File: src/common/wake_cfg_pkg.sv
// Constants, layouts and carrier types for the wake source register bank
package wake_cfg_pkg;

	localparam int ADDR_W = 7;
	localparam int DATA_W = 8;
	localparam int N_WAKE = 3;

	// Register addresses
	localparam logic [ADDR_W-1:0] ADDR_INT_WAKE = 7'h06;
	localparam logic [ADDR_W-1:0] ADDR_EXT_WAKE = 7'h07;
	localparam logic [ADDR_W-1:0] ADDR_PULL = 7'h08;
	localparam logic [ADDR_W-1:0] ADDR_FILTER = 7'h09;
	localparam logic [ADDR_W-1:0] ADDR_IRQ_STATUS = 7'h40;
	localparam logic [ADDR_W-1:0] ADDR_IRQ_MASK = 7'h41;

	// Power-on reset values; all but the interrupt mask also load on soft reset
	localparam logic [DATA_W-1:0] INT_WAKE_RST = 8'h00;
	localparam logic [DATA_W-1:0] EXT_WAKE_RST = 8'h07;
	localparam logic [DATA_W-1:0] PULL_RST = 8'h00;
	localparam logic [DATA_W-1:0] FILTER_RST = 8'h00;
	localparam logic [DATA_W-1:0] IRQ_MASK_RST = 8'h3F;
	localparam logic [DATA_W-1:0] ZERO_BYTE = 8'h00;

	// Writable bits; everything else is reserved and reads zero
	localparam logic [DATA_W-1:0] INT_WAKE_WMASK = 8'hC4;
	localparam logic [DATA_W-1:0] EXT_WAKE_WMASK = 8'hA7;
	localparam logic [DATA_W-1:0] PULL_WMASK = 8'h3F;

	// Bits kept over a restart
	localparam logic [DATA_W-1:0] INT_WAKE_RESTART_KEEP = 8'hC0;
	localparam logic [DATA_W-1:0] EXT_WAKE_RESTART_KEEP = 8'hA7;
	localparam logic [DATA_W-1:0] PULL_RESTART_KEEP = 8'h3F;

	// Fail-safe load of the external wake register
	localparam logic [DATA_W-1:0] EXT_WAKE_FAILSAFE_KEEP = 8'hB0;
	localparam logic [DATA_W-1:0] EXT_WAKE_FAILSAFE_SET = 8'h07;

	// Field positions
	localparam int BIT_T2_WAKE_EN = 7;
	localparam int BIT_T1_WAKE_EN = 6;
	localparam int BIT_DOG_DISABLE = 2;
	localparam int BIT_INT_GLOBAL = 7;
	localparam int BIT_MEASURE = 5;
	localparam int BIT_WAKE_EN0 = 0;
	localparam int FIELD_W = 2;

	// Interrupt status layout
	localparam int ST_WAKE0 = 0;
	localparam int ST_T1 = 3;
	localparam int ST_T2 = 4;
	localparam int ST_OTHER = 5;
	localparam logic [DATA_W-1:0] STATUS_MASK = 8'h3F;
	localparam logic [DATA_W-1:0] WAKE_SRC_MASK = 8'h1F;

	// Bias encodings
	localparam logic [1:0] BIAS_NONE = 2'b00;
	localparam logic [1:0] BIAS_DOWN = 2'b01;
	localparam logic [1:0] BIAS_UP = 2'b10;
	localparam logic [1:0] BIAS_AUTO = 2'b11;

	// Filter encodings
	localparam logic [1:0] FLT_STATIC_SHORT = 2'b00;
	localparam logic [1:0] FLT_STATIC_LONG = 2'b01;
	localparam logic [1:0] FLT_CYCLIC_T1 = 2'b10;
	localparam logic [1:0] FLT_CYCLIC_T2 = 2'b11;

	// Filter times
	localparam longint CLK_HZ = 50_000_000;
	localparam longint US_PER_S = 1_000_000;
	localparam longint FILT_SHORT_US = 16;
	localparam longint FILT_LONG_US = 64;
	localparam int CNT_W = 12;
	localparam logic [CNT_W-1:0] FILT_SHORT_CYC =
		CNT_W'((FILT_SHORT_US * CLK_HZ + US_PER_S - 1) / US_PER_S);
	localparam logic [CNT_W-1:0] FILT_LONG_CYC =
		CNT_W'((FILT_LONG_US * CLK_HZ + US_PER_S - 1) / US_PER_S);
	localparam logic [CNT_W-1:0] CNT_ONE = 12'h001;
	localparam logic [CNT_W-1:0] CNT_ZERO = 12'h000;

	typedef struct packed {
		logic [N_WAKE*FIELD_W-1:0] bias;
		logic [N_WAKE*FIELD_W-1:0] filter;
	} wake_pin_cfg_t;

endpackage : wake_cfg_pkg

File: src/wake_source_config_regs.sv
// Wake source configuration register bank with wake filtering and interrupt
//
// The address-and-strobe port was decided locally.
`timescale 1ns/10ps
module wake_source_config_regs
	import wake_cfg_pkg::*;
(
	// Clock and reset
	input wire logic clock,
	input wire logic rstn,
	// Register port
	input wire logic [ADDR_W-1:0] addr,
	input wire logic [DATA_W-1:0] wdata,
	input wire logic wr,
	input wire logic rd,
	output logic [DATA_W-1:0] rdata,
	// Device state and events
	input wire logic soft_reset,
	input wire logic restart,
	input wire logic fail_safe_entry,
	input wire logic normal_mode,
	input wire logic dog_disable_set,
	input wire logic dog_disable_clear,
	input wire logic other_status_event,
	input wire logic timer1_wake,
	input wire logic timer2_wake,
	input wire logic timer1_on_end,
	input wire logic timer2_on_end,
	// Wake pins
	input wire logic wake_input_one,
	input wire logic wake_input_two,
	input wire logic wake_input_three,
	// Configuration and wake outputs
	output wake_pin_cfg_t pin_cfg,
	output logic measure_enable,
	output logic stop_mode_dog_disable_hi,
	output logic wake_request,
	output logic irq
);

	////////////////////////////////////////////////////////////////////////
	// Reset release
	logic rst_meta_reg;
	logic rst_sync_reg;
	logic rst_n;

	always_ff @(posedge clock or negedge rstn)
	begin
		if (!rstn)
		begin
			rst_meta_reg <= 1'b0;
			rst_sync_reg <= 1'b0;
		end
		else
		begin
			rst_meta_reg <= 1'b1;
			rst_sync_reg <= rst_meta_reg;
		end
	end

	assign rst_n = rst_sync_reg;

	////////////////////////////////////////////////////////////////////////
	// Registers
	logic [DATA_W-1:0] int_wake_reg;
	logic [DATA_W-1:0] ext_wake_reg;
	logic [DATA_W-1:0] pull_reg;
	logic [DATA_W-1:0] filter_reg;
	logic [DATA_W-1:0] irq_status_reg;
	logic [DATA_W-1:0] irq_status_next;
	logic [DATA_W-1:0] irq_mask_reg;
	logic [DATA_W-1:0] events;
	logic [N_WAKE-1:0] pin_event;
	logic wr_int;
	logic wr_ext;
	logic wr_pull;
	logic wr_filter;

	assign wr_int = wr && addr == ADDR_INT_WAKE;
	assign wr_ext = wr && addr == ADDR_EXT_WAKE;
	assign wr_pull = wr && addr == ADDR_PULL;
	assign wr_filter = wr && addr == ADDR_FILTER;

	// Hardware update of the dog bit outranks a software write in that cycle
	always_ff @(posedge clock or negedge rst_n)
	begin
		if (!rst_n)
			int_wake_reg <= INT_WAKE_RST;
		else if (soft_reset)
			int_wake_reg <= INT_WAKE_RST;
		else if (restart)
			int_wake_reg <= int_wake_reg & INT_WAKE_RESTART_KEEP;
		else
		begin
			if (wr_int)
				int_wake_reg <= wdata & INT_WAKE_WMASK;
			if (dog_disable_set)
				int_wake_reg[BIT_DOG_DISABLE] <= 1'b1;
			else if (dog_disable_clear)
				int_wake_reg[BIT_DOG_DISABLE] <= 1'b0;
		end
	end

	always_ff @(posedge clock or negedge rst_n)
	begin
		if (!rst_n)
			ext_wake_reg <= EXT_WAKE_RST;
		else if (soft_reset)
			ext_wake_reg <= EXT_WAKE_RST;
		else if (fail_safe_entry)
			ext_wake_reg <= (ext_wake_reg & EXT_WAKE_FAILSAFE_KEEP)
				| EXT_WAKE_FAILSAFE_SET;
		else if (restart)
			ext_wake_reg <= ext_wake_reg & EXT_WAKE_RESTART_KEEP;
		else if (wr_ext)
			ext_wake_reg <= wdata & EXT_WAKE_WMASK;
	end

	always_ff @(posedge clock or negedge rst_n)
	begin
		if (!rst_n)
			pull_reg <= PULL_RST;
		else if (soft_reset)
			pull_reg <= PULL_RST;
		else if (restart)
			pull_reg <= pull_reg & PULL_RESTART_KEEP;
		else if (wr_pull)
			pull_reg <= wdata & PULL_WMASK;
	end

	always_ff @(posedge clock or negedge rst_n)
	begin
		if (!rst_n)
			filter_reg <= FILTER_RST;
		else if (soft_reset)
			filter_reg <= FILTER_RST;
		else if (restart)
			filter_reg <= filter_reg & PULL_RESTART_KEEP;
		else if (wr_filter)
			filter_reg <= wdata & PULL_WMASK;
	end

	always_ff @(posedge clock or negedge rst_n)
	begin
		if (!rst_n)
			irq_mask_reg <= IRQ_MASK_RST;
		else if (wr && addr == ADDR_IRQ_MASK)
			irq_mask_reg <= wdata & STATUS_MASK;
	end

	////////////////////////////////////////////////////////////////////////
	// Wake pin synchronisers and filters
	logic [N_WAKE-1:0] pin_meta_reg;
	logic [N_WAKE-1:0] pin_sync_reg;
	logic [N_WAKE-1:0] pin_raw;

	assign pin_raw = {wake_input_three, wake_input_two, wake_input_one};

	always_ff @(posedge clock or negedge rst_n)
	begin
		if (!rst_n)
		begin
			pin_meta_reg <= '0;
			pin_sync_reg <= '0;
		end
		else
		begin
			pin_meta_reg <= pin_raw;
			pin_sync_reg <= pin_meta_reg;
		end
	end

	genvar gi;
	generate
		for (gi = 0; gi < N_WAKE; gi++)
		begin : g_filt
			logic stable_reg;
			logic evt_reg;
			logic [CNT_W-1:0] cnt_reg;
			logic [1:0] mode;
			logic allowed;
			logic sample;
			logic [CNT_W-1:0] limit;

			assign mode = filter_reg[gi*FIELD_W +: FIELD_W];
			// Measurement takes over inputs one and two only
			assign allowed = ext_wake_reg[BIT_WAKE_EN0 + gi]
				&& !(ext_wake_reg[BIT_MEASURE] && gi < 2);
			assign limit = (mode == FLT_STATIC_SHORT) ?
				FILT_SHORT_CYC : FILT_LONG_CYC;
			assign sample = (mode == FLT_CYCLIC_T1) ? timer1_on_end :
				(mode == FLT_CYCLIC_T2) ? timer2_on_end : 1'b0;

			// A disabled input tracks its pin silently, so enabling it
			// later does not report a stale level change
			always_ff @(posedge clock or negedge rst_n)
			begin
				if (!rst_n)
				begin
					stable_reg <= 1'b0;
					evt_reg <= 1'b0;
					cnt_reg <= CNT_ZERO;
				end
				else
				begin
					evt_reg <= 1'b0;
					if (!allowed)
					begin
						stable_reg <= pin_sync_reg[gi];
						cnt_reg <= CNT_ZERO;
					end
					else if (mode[1])
					begin
						cnt_reg <= CNT_ZERO;
						if (sample && pin_sync_reg[gi] != stable_reg)
						begin
							stable_reg <= pin_sync_reg[gi];
							evt_reg <= 1'b1;
						end
					end
					else if (pin_sync_reg[gi] != stable_reg)
					begin
						if (cnt_reg >= limit - CNT_ONE)
						begin
							stable_reg <= pin_sync_reg[gi];
							evt_reg <= 1'b1;
							cnt_reg <= CNT_ZERO;
						end
						else
							cnt_reg <= cnt_reg + CNT_ONE;
					end
					else
						cnt_reg <= CNT_ZERO;
				end
			end

			assign pin_event[gi] = evt_reg;
		end
	endgenerate

	////////////////////////////////////////////////////////////////////////
	// Events, status and interrupt
	logic t1_evt;
	logic t2_evt;
	logic [DATA_W-1:0] scope;

	assign t1_evt = timer1_wake && int_wake_reg[BIT_T1_WAKE_EN];
	assign t2_evt = timer2_wake && int_wake_reg[BIT_T2_WAKE_EN];

	always_comb
	begin
		events = ZERO_BYTE;
		events[ST_WAKE0 +: N_WAKE] = pin_event;
		events[ST_T1] = t1_evt;
		events[ST_T2] = t2_evt;
		events[ST_OTHER] = other_status_event;
	end

	// A new event in the cycle of a clearing read survives the clear
	always_comb
	begin
		irq_status_next = irq_status_reg;
		if (rd && addr == ADDR_IRQ_STATUS)
			irq_status_next = ZERO_BYTE;
		irq_status_next = irq_status_next | events;
	end

	always_ff @(posedge clock or negedge rst_n)
	begin
		if (!rst_n)
			irq_status_reg <= ZERO_BYTE;
		else
			irq_status_reg <= irq_status_next;
	end

	assign scope = ext_wake_reg[BIT_INT_GLOBAL] ? STATUS_MASK : WAKE_SRC_MASK;

	always_ff @(posedge clock or negedge rst_n)
	begin
		if (!rst_n)
			irq <= 1'b0;
		else
			irq <= |(irq_status_next & irq_mask_reg & scope);
	end

	always_ff @(posedge clock or negedge rst_n)
	begin
		if (!rst_n)
			wake_request <= 1'b0;
		else
			wake_request <= |pin_event || t1_evt || t2_evt;
	end

	////////////////////////////////////////////////////////////////////////
	// Configuration outputs
	always_ff @(posedge clock or negedge rst_n)
	begin
		if (!rst_n)
		begin
			pin_cfg <= '0;
			measure_enable <= 1'b0;
			stop_mode_dog_disable_hi <= 1'b0;
		end
		else
		begin
			pin_cfg.bias <= pull_reg[N_WAKE*FIELD_W-1:0];
			pin_cfg.filter <= filter_reg[N_WAKE*FIELD_W-1:0];
			measure_enable <= ext_wake_reg[BIT_MEASURE] && normal_mode;
			stop_mode_dog_disable_hi <= int_wake_reg[BIT_DOG_DISABLE];
		end
	end

	////////////////////////////////////////////////////////////////////////
	// Read port; unmapped addresses read zero
	always_ff @(posedge clock or negedge rst_n)
	begin
		if (!rst_n)
			rdata <= ZERO_BYTE;
		else if (rd)
		begin
			case (addr)
				ADDR_INT_WAKE: rdata <= int_wake_reg;
				ADDR_EXT_WAKE: rdata <= ext_wake_reg;
				ADDR_PULL: rdata <= pull_reg;
				ADDR_FILTER: rdata <= filter_reg;
				ADDR_IRQ_STATUS: rdata <= irq_status_reg;
				ADDR_IRQ_MASK: rdata <= irq_mask_reg;
				default: rdata <= ZERO_BYTE;
			endcase
		end
		else
			rdata <= ZERO_BYTE;
	end

	////////////////////////////////////////////////////////////////////////
	// Checks
	t2_enable_a: assert property (@(posedge clock) disable iff (!rst_n)
		timer2_wake && !int_wake_reg[BIT_T2_WAKE_EN] && pin_event == '0
		&& !t1_evt |=> !wake_request)
		else $error("disabled second timer woke the chip");
	t1_enable_a: assert property (@(posedge clock) disable iff (!rst_n)
		timer1_wake && int_wake_reg[BIT_T1_WAKE_EN] |=> wake_request
		&& irq_status_reg[ST_T1])
		else $error("enabled first timer did not wake");
	reserved_zero_a: assert property (@(posedge clock) disable iff (!rst_n)
		(int_wake_reg & ~INT_WAKE_WMASK) == ZERO_BYTE
		&& (ext_wake_reg & ~EXT_WAKE_WMASK) == ZERO_BYTE
		&& pull_reg[7:6] == 2'b00 && filter_reg[7:6] == 2'b00)
		else $error("reserved bit is set");
	dog_hw_set_a: assert property (@(posedge clock) disable iff (!rst_n)
		dog_disable_set && !soft_reset && !restart
		|=> int_wake_reg[BIT_DOG_DISABLE] ##1 stop_mode_dog_disable_hi)
		else $error("hardware dog disable not taken");
	irq_scope_a: assert property (@(posedge clock) disable iff (!rst_n)
		!ext_wake_reg[BIT_INT_GLOBAL] && $stable(ext_wake_reg)
		&& (irq_status_next & WAKE_SRC_MASK) == ZERO_BYTE |=> !irq)
		else $error("non-wake status raised interrupt");
	measure_block_a: assert property (@(posedge clock) disable iff (!rst_n)
		ext_wake_reg[BIT_MEASURE] |=> pin_event[1:0] == 2'b00)
		else $error("measurement did not block wake inputs");
	measure_mode_a: assert property (@(posedge clock) disable iff (!rst_n)
		ext_wake_reg[BIT_MEASURE] && normal_mode |=> measure_enable)
		else $error("measurement not enabled in normal mode");
	failsafe_load_a: assert property (@(posedge clock) disable iff (!rst_n)
		fail_safe_entry && !soft_reset |=> ext_wake_reg[2:0] == 3'b111
		&& ext_wake_reg[BIT_MEASURE] == $past(ext_wake_reg[BIT_MEASURE]))
		else $error("fail-safe load wrong");
	restart_ext_a: assert property (@(posedge clock) disable iff (!rst_n)
		restart && !soft_reset && !fail_safe_entry
		|=> ext_wake_reg == $past(ext_wake_reg))
		else $error("restart changed external wake register");
	restart_pull_a: assert property (@(posedge clock) disable iff (!rst_n)
		restart && !soft_reset |=> pull_reg == $past(pull_reg)
		&& filter_reg == $past(filter_reg))
		else $error("restart changed pull or filter fields");
	disabled_input_a: assert property (@(posedge clock) disable iff (!rst_n)
		!ext_wake_reg[BIT_WAKE_EN0 + 2] |=> !pin_event[2])
		else $error("disabled wake input raised event");
	soft_reset_a: assert property (@(posedge clock) disable iff (!rst_n)
		soft_reset |=> ext_wake_reg == EXT_WAKE_RST
		&& pull_reg == PULL_RST && filter_reg == FILTER_RST)
		else $error("soft reset values wrong");

endmodule : wake_source_config_regs

File: config.mk
export PLATFORM = sky130hd
export DESIGN_NAME = wake_source_config_regs
export DESIGN_NICKNAME = d
export VERILOG_FILES = /design/src/common/wake_cfg_pkg.sv /design/src/wake_source_config_regs.sv
export SDC_FILE = /design/constraint.sdc
export NUM_CORES = 1
export LEC_CHECK = 0
export ABC_AREA = 1
export BUFFER_PORTS_ARGS = -buffer_cell sky130_fd_sc_hd__buf_2
export CORE_UTILIZATION = 60
export CTS_BUF_LIST = sky130_fd_sc_hd__clkbuf_4
export DETAILED_ROUTE_END_ITERATION = 10
export PLACE_DENSITY = 0.91
export SYNTH_ARGS = -nofsm -noshare
export SYNTH_HDL_FRONTEND = slang
export SYNTH_SLANG_ARGS = --single-unit
File: constraint.sdc
create_clock -name clock -period 4.44 [get_ports clock]
set_input_delay 0.222 -clock clock [delete_from_list [all_inputs] [get_ports clock]]
set_output_delay 0.222 -clock clock [all_outputs]
set_load 0.01 [all_outputs]
Yosys cells after proc, flatten, opt, wreduce, memory -nomap -nowiden:

Index checks and enable logic that the tools add are counted.

* input bits: 33
* logic and storage cells: 184
* output and inout bits: 24
* register bits: 120

* bitwise operators: 3
* muxes and demuxes: 70
* $lt $le $gt $ge: 3
* eq/ne operators: 27
* $add $sub $neg: 6
* reduce and logical (&&, ||, !) cells: 42

Operator list (number)
* 12-bit two-way mux: 15
* 8-bit two-way mux: 15
* 8-bit case mux with 6 select lines: 1
* 1-bit two-way mux: 38
* 12-bit by 1-bit adder with 12-bit output, second input constant: 3
* 12-bit >= comparator: 3
* 12-bit by 1-bit subtractor with 12-bit output, second input constant: 3
* 3-bit by 2-bit != test with 1-bit output, second input constant: 8
* 8-bit by 6-bit AND with 8-bit output: 2
* 3-bit nonzero test: 5
* 7-bit by 3-bit equality test with 1-bit output, second input constant: 2
* 7-bit by 4-bit equality test with 1-bit output, second input constant: 2
* 7-bit equality test, second input constant: 2
* 1-bit logical AND: 14
* 2-bit equality test, second input constant: 6
* 3-bit AND reduction: 4
* 2-bit AND reduction: 5
* 8-bit by 6-bit bitwise OR with 8-bit output: 1
* 2-bit nonzero test: 4
* 8-bit OR reduction: 1
* 2-bit logical NOT: 3
* 6-bit two-way mux: 1
* 3-bit by 1-bit != test with 1-bit output, second input constant: 2
* 5-bit nonzero test: 1
* other kinds (6): 10

Logic depth before layout (Yosys ltp):

Gate-level depths: netlist of run 1.

* depth after elaboration: 8
* gate-level depth with buffers: 13
* gate-level depth less buffers: 13

Worst setup path before layout of run 1:

No wires, ideal clock.

* kind: register to register
* start: register filter_reg[0]
* end: register g_filt[0].cnt_reg[10]
* data arrival time: 1589 ps
* setup time: 71 ps
* cell stages (with the launch flop): 11
* period minus slack after synthesis: 1660 ps
* required time: 4369 ps
* slack: 2780 ps
* buffers on the path: 1
* cell sequence: dfrtp_1 -> nor2_2 -> inv_1 -> ha_1 -> a21oi_1 -> o21a_1 -> nand2_1 -> inv_2 -> nand2_1 -> buf_4 -> nor2_1

* word-level cells in the longest chain between the ends: 8

Ends and longest elaborated chain
* start: declaration: RTL line wake_source_config_regs.sv:68 `logic [DATA_W-1:0] filter_reg;`
* start signal: assignment: RTL line wake_source_config_regs.sv:138 `filter_reg <= filter_reg & PULL_RESTART_KEEP;`
* start signal: assignment: RTL line wake_source_config_regs.sv:140 `filter_reg <= wdata & PULL_WMASK;`
* 2-bit logical NOT: RTL line wake_source_config_regs.sv:189 `assign limit = (mode == FLT_STATIC_SHORT) ?`
* 12-bit two-way mux: RTL line wake_source_config_regs.sv:189
* 12-bit by 1-bit subtractor with 12-bit output: RTL line wake_source_config_regs.sv:223 `if (cnt_reg >= limit - CNT_ONE)`
* 12-bit >= comparator: RTL line wake_source_config_regs.sv:223
* 12-bit two-way mux: RTL line wake_source_config_regs.sv:223
* 12-bit two-way mux: RTL line wake_source_config_regs.sv:221 `else if (pin_sync_reg[gi] != stable_reg)`
* 12-bit two-way mux: RTL line wake_source_config_regs.sv:212 `else if (mode[1])`
* 12-bit two-way mux: RTL line wake_source_config_regs.sv:207 `if (!allowed)`
* end signal: assignment: RTL line wake_source_config_regs.sv:230 `cnt_reg <= cnt_reg + CNT_ONE;`
* end: declaration: RTL line wake_source_config_regs.sv:179 `logic [CNT_W-1:0] cnt_reg;`

Every way passes these cells.
A chain may end at the register's enable or synchronous reset.

Worst setup path after layout of run 1:

* start: register filter_reg[3]
* end: register g_filt[1].cnt_reg[2]

* word-level cells in the longest chain between the ends: 8

Ends and longest elaborated chain (RTL line)
* 2-bit logical NOT: wake_source_config_regs.sv:189
* 12-bit two-way mux: wake_source_config_regs.sv:189
* 12-bit by 1-bit subtractor with 12-bit output: wake_source_config_regs.sv:223
* 12-bit >= comparator: wake_source_config_regs.sv:223
* 12-bit two-way mux: wake_source_config_regs.sv:223
* 12-bit two-way mux: wake_source_config_regs.sv:221
* 12-bit two-way mux *: wake_source_config_regs.sv:212
* 12-bit two-way mux *: wake_source_config_regs.sv:207
* end signal: assignment: wake_source_config_regs.sv:230
* end: declaration: wake_source_config_regs.sv:179

Every way passes the cells marked *; elsewhere a longest branch is shown, timed or not.

==> results of run 1 <==
==> through the flow <==
step	setup WS [ps]	hold slack, ps	total power, W	cells
5_1_grt	2120	3.81	0.00193	752
3_5_place_dp	2410	8.17	0.00142	724
2_1_floorplan	1280	-73.6	0.00133	571
3_3_place_gp	2500	6.60	0.00140	724
4_1_cts	2370	0.329	0.00184	750
6_report	2370	19.0	0.00183	752
==> cells in the final DEF, fill, tap and decap left out, types with 4 or more instances in the layout <==
master and count:
a21oi_1 21, buf_2 56, clkbuf_4 9, dfrtp_1 96, dfstp_2 9, dlygate4sd3_1 12, ha_1 9, inv_1 61
inv_2 10, nand2_1 139, nand3_1 28, nand4_1 5, nor2_1 75, nor2_2 4, nor3_1 10, o21ai_0 15
o21ai_1 12, o21ai_2 12, o21bai_1 5, xnor2_1 7, xor2_1 13
==> critical path: stages, from the launching register on <==
cell and delay (ps):
dfrtp_1 480, nor2_1 190, inv_1 100, ha_1 290, a21oi_1 150, nand2_1 60, nand2_1 90, nand3_1 340
nor3b_1 300
==> kinds of logic (layout without fill, tap and decap cells) <==
kind of cell	Yosys count	in the layout
other	1	1
DFF	106	106
AOI/OAI and AO/OA	75	75
xor gates and xnor gates	20	20
muxes	1	1
buffers and inverters	78	157
adders and majority gates	9	9
and+or+nand+nor	281	281
==> report_power, final <==
group / switching, W / internal, W / leakage [nW]
Clock: 0.000303 / 0.000114 / 0.0651
Combinational: 0.000187 / 0.000109 / 1.40
Sequential: 0.0000647 / 0.00105 / 1.36
Total: 0.000555 / 0.00127 / 2.83
==> how the worst min path moves through the flow <==
stage / end / slack (ps) / cells after the start
2_1_floorplan: rst_meta_reg$_DFF_PN0_ / -70 / 0
3_3_place_gp: rst_meta_reg$_DFF_PN0_ / 7 / 1
3_5_place_dp: rst_meta_reg$_DFF_PN0_ / 8 / 1
4_1_cts: irq_mask_reg[3]$_DFFE_PN1P_ / 0.3 / 2
5_1_grt: ext_wake_reg[7]$_DFFE_PN0P_ / 4 / 3
6_report: wake_request$_DFF_PN0_ / 20 / 3
==> layer usage <==
| layer | global-route usage [%] | vias up |
|---|---|---|
| met5 | 0 | - |
| met4 | 9.87 | 0 |
| met3 | 4.35 | 23 |
| met2 | 43.6 | 113 |
| met1 | 33.1 | 1894 |
| li1 | - | 1963 |
==> layout make-up <==
type | instances | area, µm²
fillers | 573 | 2270
repair buffers | 69 | 408
clock buffers | 9 | 67.6
inverters | 72 | 270
multi-input cells | 387 | 1990
well taps | 102 | 128
flip-flops and latches | 106 | 2670
clock inverters | 7 | 43.8
==> flow_metrics.env, run 1 <==
export IMPL_ff2ff_setup_slack_ps=2370
export IMPL_final_core_util_pct=71.0
export IMPL_clock_latency_ps=450
export IMPL_gp_congestion=0.906
export IMPL_globalRouteOverflowTotal=0
export IMPL_wl_um=10100
export IMPL_critPathLaunch="filter_reg[3]$_DFFE_PN0P_"
export IMPL_cts_sinks=106
export IMPL_tns_ps=0
export IMPL_area_growth_pct=12.3
export IMPL_post_route_min_period_ps=2070
export IMPL_netlist_area_um2=4960
export IMPL_worst_slew_pin_slew_ps=756
export IMPL_wl_met1_um=4390
export IMPL_rows=32
export IMPL_slew_violations=0
export IMPL_yosysMostFrequentCell="nand2_1"
export IMPL_max_vdd_ir_drop_uv=189
export IMPL_max_cap_violations=0
export IMPL_drtAntennaViolNets=0
export IMPL_vias=3993
export IMPL_ys_seq_area_share_pct=53.7
export IMPL_setup_viol=0
export IMPL_maxSlewHeadroom_pct=49.6
export IMPL_ys_seq_elements=106
export IMPL_largest_reg_flops=36
export IMPL_met3WireLength_um=458
export IMPL_synth_cell_types=43
export IMPL_synth_compound_area_share_pct=9.23
export IMPL_first_global_vias=3906
export IMPL_crit_end="g_filt[1].cnt_reg[2]$_DFF_PN0_"
export IMPL_numCtsBuffers=9
export IMPL_async_reset_ff_share_pct=100
export IMPL_cts_tree="yes"
export IMPL_place_hpwl_um=7610
export IMPL_io_pins=57
export IMPL_holdBufCountCts=10
export IMPL_rr_startpoint="filter_reg[3]$_DFFE_PN0P_"
export IMPL_hold_viol_final=0
export IMPL_design_core_area_um2=7850
export IMPL_drive_gt1_share_pct=18.3
export IMPL_grt_use_total_pct=25.7
export IMPL_crit_path_start_kind="flip-flop"
export IMPL_synth_edf_count=0
export IMPL_grt_max_degree=63
export IMPL_synth_top_family_by_area="simple AND/OR/NAND/NOR gates"
export IMPL_clock_root_buffer="clkbuf_4"
export IMPL_cts_buffer_depth=2
export IMPL_top_layer_used="met4"
export IMPL_antenna_found_initial=0
export IMPL_first_iter_violations=207
export IMPL_synthMuxAreaShare_pct=0.227
export IMPL_dpl_cell_area_um2=5340
export IMPL_die_w_um=93.0
export IMPL_wl_per_cell_um=13.5
export IMPL_path_max_fanout=12
export IMPL_io_buffers=56
export IMPL_rsz0062_at_grt="no"
export IMPL_synthFlopType="dfrtp_1"
export IMPL_avgSynthCellArea_um2=8.69
export IMPL_fin_skew_ps=13.5
export IMPL_synth_top_cells_by_count="nand2_1, dfrtp_1, nor2_1"
export IMPL_drt_first_pass_iters=5
export IMPL_r2r_cells=8
export IMPL_cts_resized_gates=0
export IMPL_cp_data_required_time_ps=4800
export IMPL_min_from="timer1_wake"
export IMPL_synth_fp_nets=613
export IMPL_run_status="finished, final reports clean"
export IMPL_synthTopCellsByArea="dfrtp_1, nand2_1, nor2_1, dfstp_2, inv_1"
export IMPL_synth_top_area_share_pct=48.9
export IMPL_yosys_warnings=0
export IMPL_rr_endpoint="g_filt[1].cnt_reg[2]$_DFF_PN0_"
export IMPL_powerDensity_nw_per_um2=328
export IMPL_arrival_ps=2440
export IMPL_start_util_pct=63.2
export IMPL_postSynthCellCount=571
export IMPL_die_area_um2=8640
export IMPL_synthXorXnorAreaFrac_pct=3.53
export IMPL_final_area_um2=5570
export IMPL_p_leak_nw=2.83
export IMPL_die_y_um=93.0
export IMPL_wl_met2_um=5030
export IMPL_crit_type="reg2reg"
export IMPL_post_cts_buffers=0
export IMPL_fin_nets=687
export IMPL_fin_crit_sh_pct=46.7
export IMPL_synth_simple_gate_area_share_pct=24.8
export IMPL_n_antenna_cell=0
export IMPL_htree_levels=3
export IMPL_synth_area_leader_cell="dfrtp_1"
export IMPL_clk_pin_slew_worst_paths_ps=160
export IMPL_viasPerCell=5.31
export IMPL_drc=0
export IMPL_clock_fmax_ghz=0.482
export IMPL_end_kind="flip-flop"
export IMPL_grt_pass1_wl_um=17300
export IMPL_worstHoldPathType="in2reg"
export IMPL_synth_fa_ha_area_share_pct=2.27
No activity file was read; power rests on OpenSTA's default activity.
==> inputs of run 2 (changes only) <==
- CORE_UTILIZATION: 60 -> 55
- PLACE_DENSITY: 0.91 -> 0.88
- clock period: 4.44 -> 1.7 ns (I/O delays scaled with it)
==> run 2 against run 1 <==
Net effect:
- global-route usage rose by 2.8 points
- setup slack got worse by 2300 ps
- sequential cell count did not move
- routed wire length rose by 29%
- utilization barely moved
- sequential power rose to 2.6 times the previous value
- clock-buffer cell count rose by 2
- non-clock buffer count rose by 40
- die area rose by 8.9%
- power rose to 3.0 times the previous value
- cell area rose by 11%
- critical path type is now in2reg
- largest cell class unchanged
- largest power group unchanged
- highest routed layer unchanged
==> flow_metrics.env, run 2 (same netlist as run 1, synthesis figures left out) <==
export IMPL_worst_slew_pin_slew_ps=689
export IMPL_area_growth_pct=24.9
export IMPL_drt_first_pass_iters=5
export IMPL_setup_viol=0
export IMPL_dp_cells=745
export IMPL_first_iter_violations=272
export IMPL_clkPwrFrac_pct=27.0
export IMPL_vias=4593
export IMPL_die_area_um2=9410
export IMPL_grt_use_total_pct=28.5
export IMPL_end_kind="flip-flop"
export IMPL_clock_fmax_ghz=0.596
export IMPL_gp_congestion=0.892
export IMPL_fin_crit_sh_pct=98.7
export IMPL_max_cap_violations=0
export IMPL_die_y_um=97.0
export IMPL_final_cell_mix="nand2_1, dfrtp_1, nor2_1"
export IMPL_pwr_share_comb_pct=20.1
export IMPL_tns_ps=0
export IMPL_path_max_fanout=6
export IMPL_drc=0
export IMPL_start_util_pct=56.9
export IMPL_antenna_found_initial=0
export IMPL_stdcell_count=800
export IMPL_clk_pin_slew_worst_paths_ps=160
export IMPL_intPower_w=0.00383
export IMPL_nFillCells=567
export IMPL_hold_viol_final=0
export IMPL_arrival_ps=2080
export IMPL_run_status="finished, final reports clean"
export IMPL_first_global_vias=4623
export IMPL_cp_data_required_time_ps=2100
export IMPL_io_pins=57
export IMPL_max_vdd_ir_drop_uv=499
export IMPL_wl_per_cell_um=16.4
export IMPL_rows=34
export IMPL_layout_commonest_cell="nand2_1"
export IMPL_drtAntennaViolNets=0
export IMPL_cts_buffer_depth=2
export IMPL_fin_skew_ps=12.9
export IMPL_globalRouteOverflowTotal=0
export IMPL_maxSlewHeadroom_pct=54.1
export IMPL_crit_type="in2reg"
export IMPL_powerDensity_nw_per_um2=880
export IMPL_clock_root_buffer="clkbuf_4"
export IMPL_p_leak_nw=3.05
export IMPL_p_seq_share_pct=52.9
export IMPL_n_antenna_cell=0
export IMPL_drive_gt1_share_pct=26.0
export IMPL_wl_um=13100
export IMPL_io_buffers=56
export IMPL_cts_tree="yes"
export IMPL_die_w_um=97.0
export IMPL_slew_violations=0
export IMPL_grt_pass1_wl_um=21300
export IMPL_clock_latency_ps=450
export IMPL_total_power_w=0.00545
export IMPL_grt_max_degree=44
export IMPL_htree_levels=3
export IMPL_power_switching_w=0.00162
export IMPL_worstHoldPathType="in2reg"
export IMPL_p_sw_share_pct=29.7
export IMPL_cts_sinks=106
export IMPL_post_route_min_period_ps=1680
export IMPL_place_hpwl_um=8050
export IMPL_numCtsBuffers=9
export IMPL_fin_nets=729
export IMPL_viasPerCell=5.74
export IMPL_design_core_area_um2=8720
export IMPL_crit_path_start_kind="primary input"
export IMPL_largest_reg_flops=36
## run 2: cell types whose count changed in the layout (fill, tap and decap cells not counted), sizes merged, moves of 2 or more
cell         previous run  this run
buf                    57        79
dlygate4sd3            12        30
clkinv                  7         1
bufinv                  0         2
clkbuf                  9        11
## run 2: final timing paths
kind	to	depth (start not counted)	slack, ps	start
min in group asynchronous	g_filt[1].cnt_reg[10]$_DFF_PN0_	0	250	rst_n$_DFF_PN0_
max in group asynchronous	irq_mask_reg[4]$_DFFE_PN1P_	1	820	rst_n$_DFF_PN0_
hold / removal	rdata[5]$_DFF_PN0_	4	40	addr[6]
hold reg to reg	g_filt[1].cnt_reg[10]$_DFF_PN0_	0	250	rst_n$_DFF_PN0_
setup / recovery	ext_wake_reg[0]$_DFFE_PN1P_	8	20	restart
setup reg to reg	g_filt[0].cnt_reg[10]$_DFF_PN0_	8	40	g_filt[0].cnt_reg[0]$_DFF_PN0_
## run 2: metrics by stage
step	hold WS [ps]	setup slack (ps)	instance area [µm²]	utilization, %
6_report	39.0	22.3	6200	71.1
5_1_grt	49.3	-59.0	6200	71.1
4_1_cts	12.0	3.21	5980	68.5
3_5_place_dp	-127	-80.7	5490	62.9
3_3_place_gp	-128	42.5	5490	62.9
2_1_floorplan	-211	39.5	4970	-
## run 2: routing by layer
metal	global-route usage, %	vias to the layer above	routed length (µm)
li1	-	2064	-
met1	33.2	2119	4920
met2	46.7	316	6320
met3	7.59	94	1050
met4	18.0	0	831
met5	0	-	0
## run 2: critical path, cell delays in order
cell and delay, ps:
dlygate4sd3_1 560, buf_2 150, inv_1 80, nand2_1 130
nor2_2 280, nand2_1 90, nand3_1 120, dlygate4sd3_1 580
## run 2: timing repair
item | CTS | global route
hold buffers | 30 | 0
gates resized for setup | 5 | 40
pin swaps | 0 | 10
hold endpoints to repair | 38 | 0
endpoints found under the setup margin | 32 | 43
setup buffers | 0 | 7
gates cloned | 0 | 2
## run 2: power by group through the flow
| stage | Combinational [W] | Clock [W] | Sequential (W) |
|---|---|---|---|
| final | 0.00110 | 0.00147 | 0.00289 |
| after global routing | 0.00121 | 0.00161 | 0.00291 |
| after CTS | 0.000903 | 0.00149 | 0.00288 |
| after floorplan | 0.000533 | 0 | 0.00294 |
| after global placement | 0.000789 | 0 | 0.00291 |
| after detailed placement | 0.000827 | 0 | 0.00293 |
## run 2: final cells by class
type	instances	area, µm²	area share [%]
clock inverter	5	85.1	1.37
multi-input combinational	389	2170	35.0
tap	108	135	2.18
sequential	106	2670	43.0
inverter	72	273	4.40
timing repair buffer	109	782	12.6
clock buffer	11	82.6	1.33
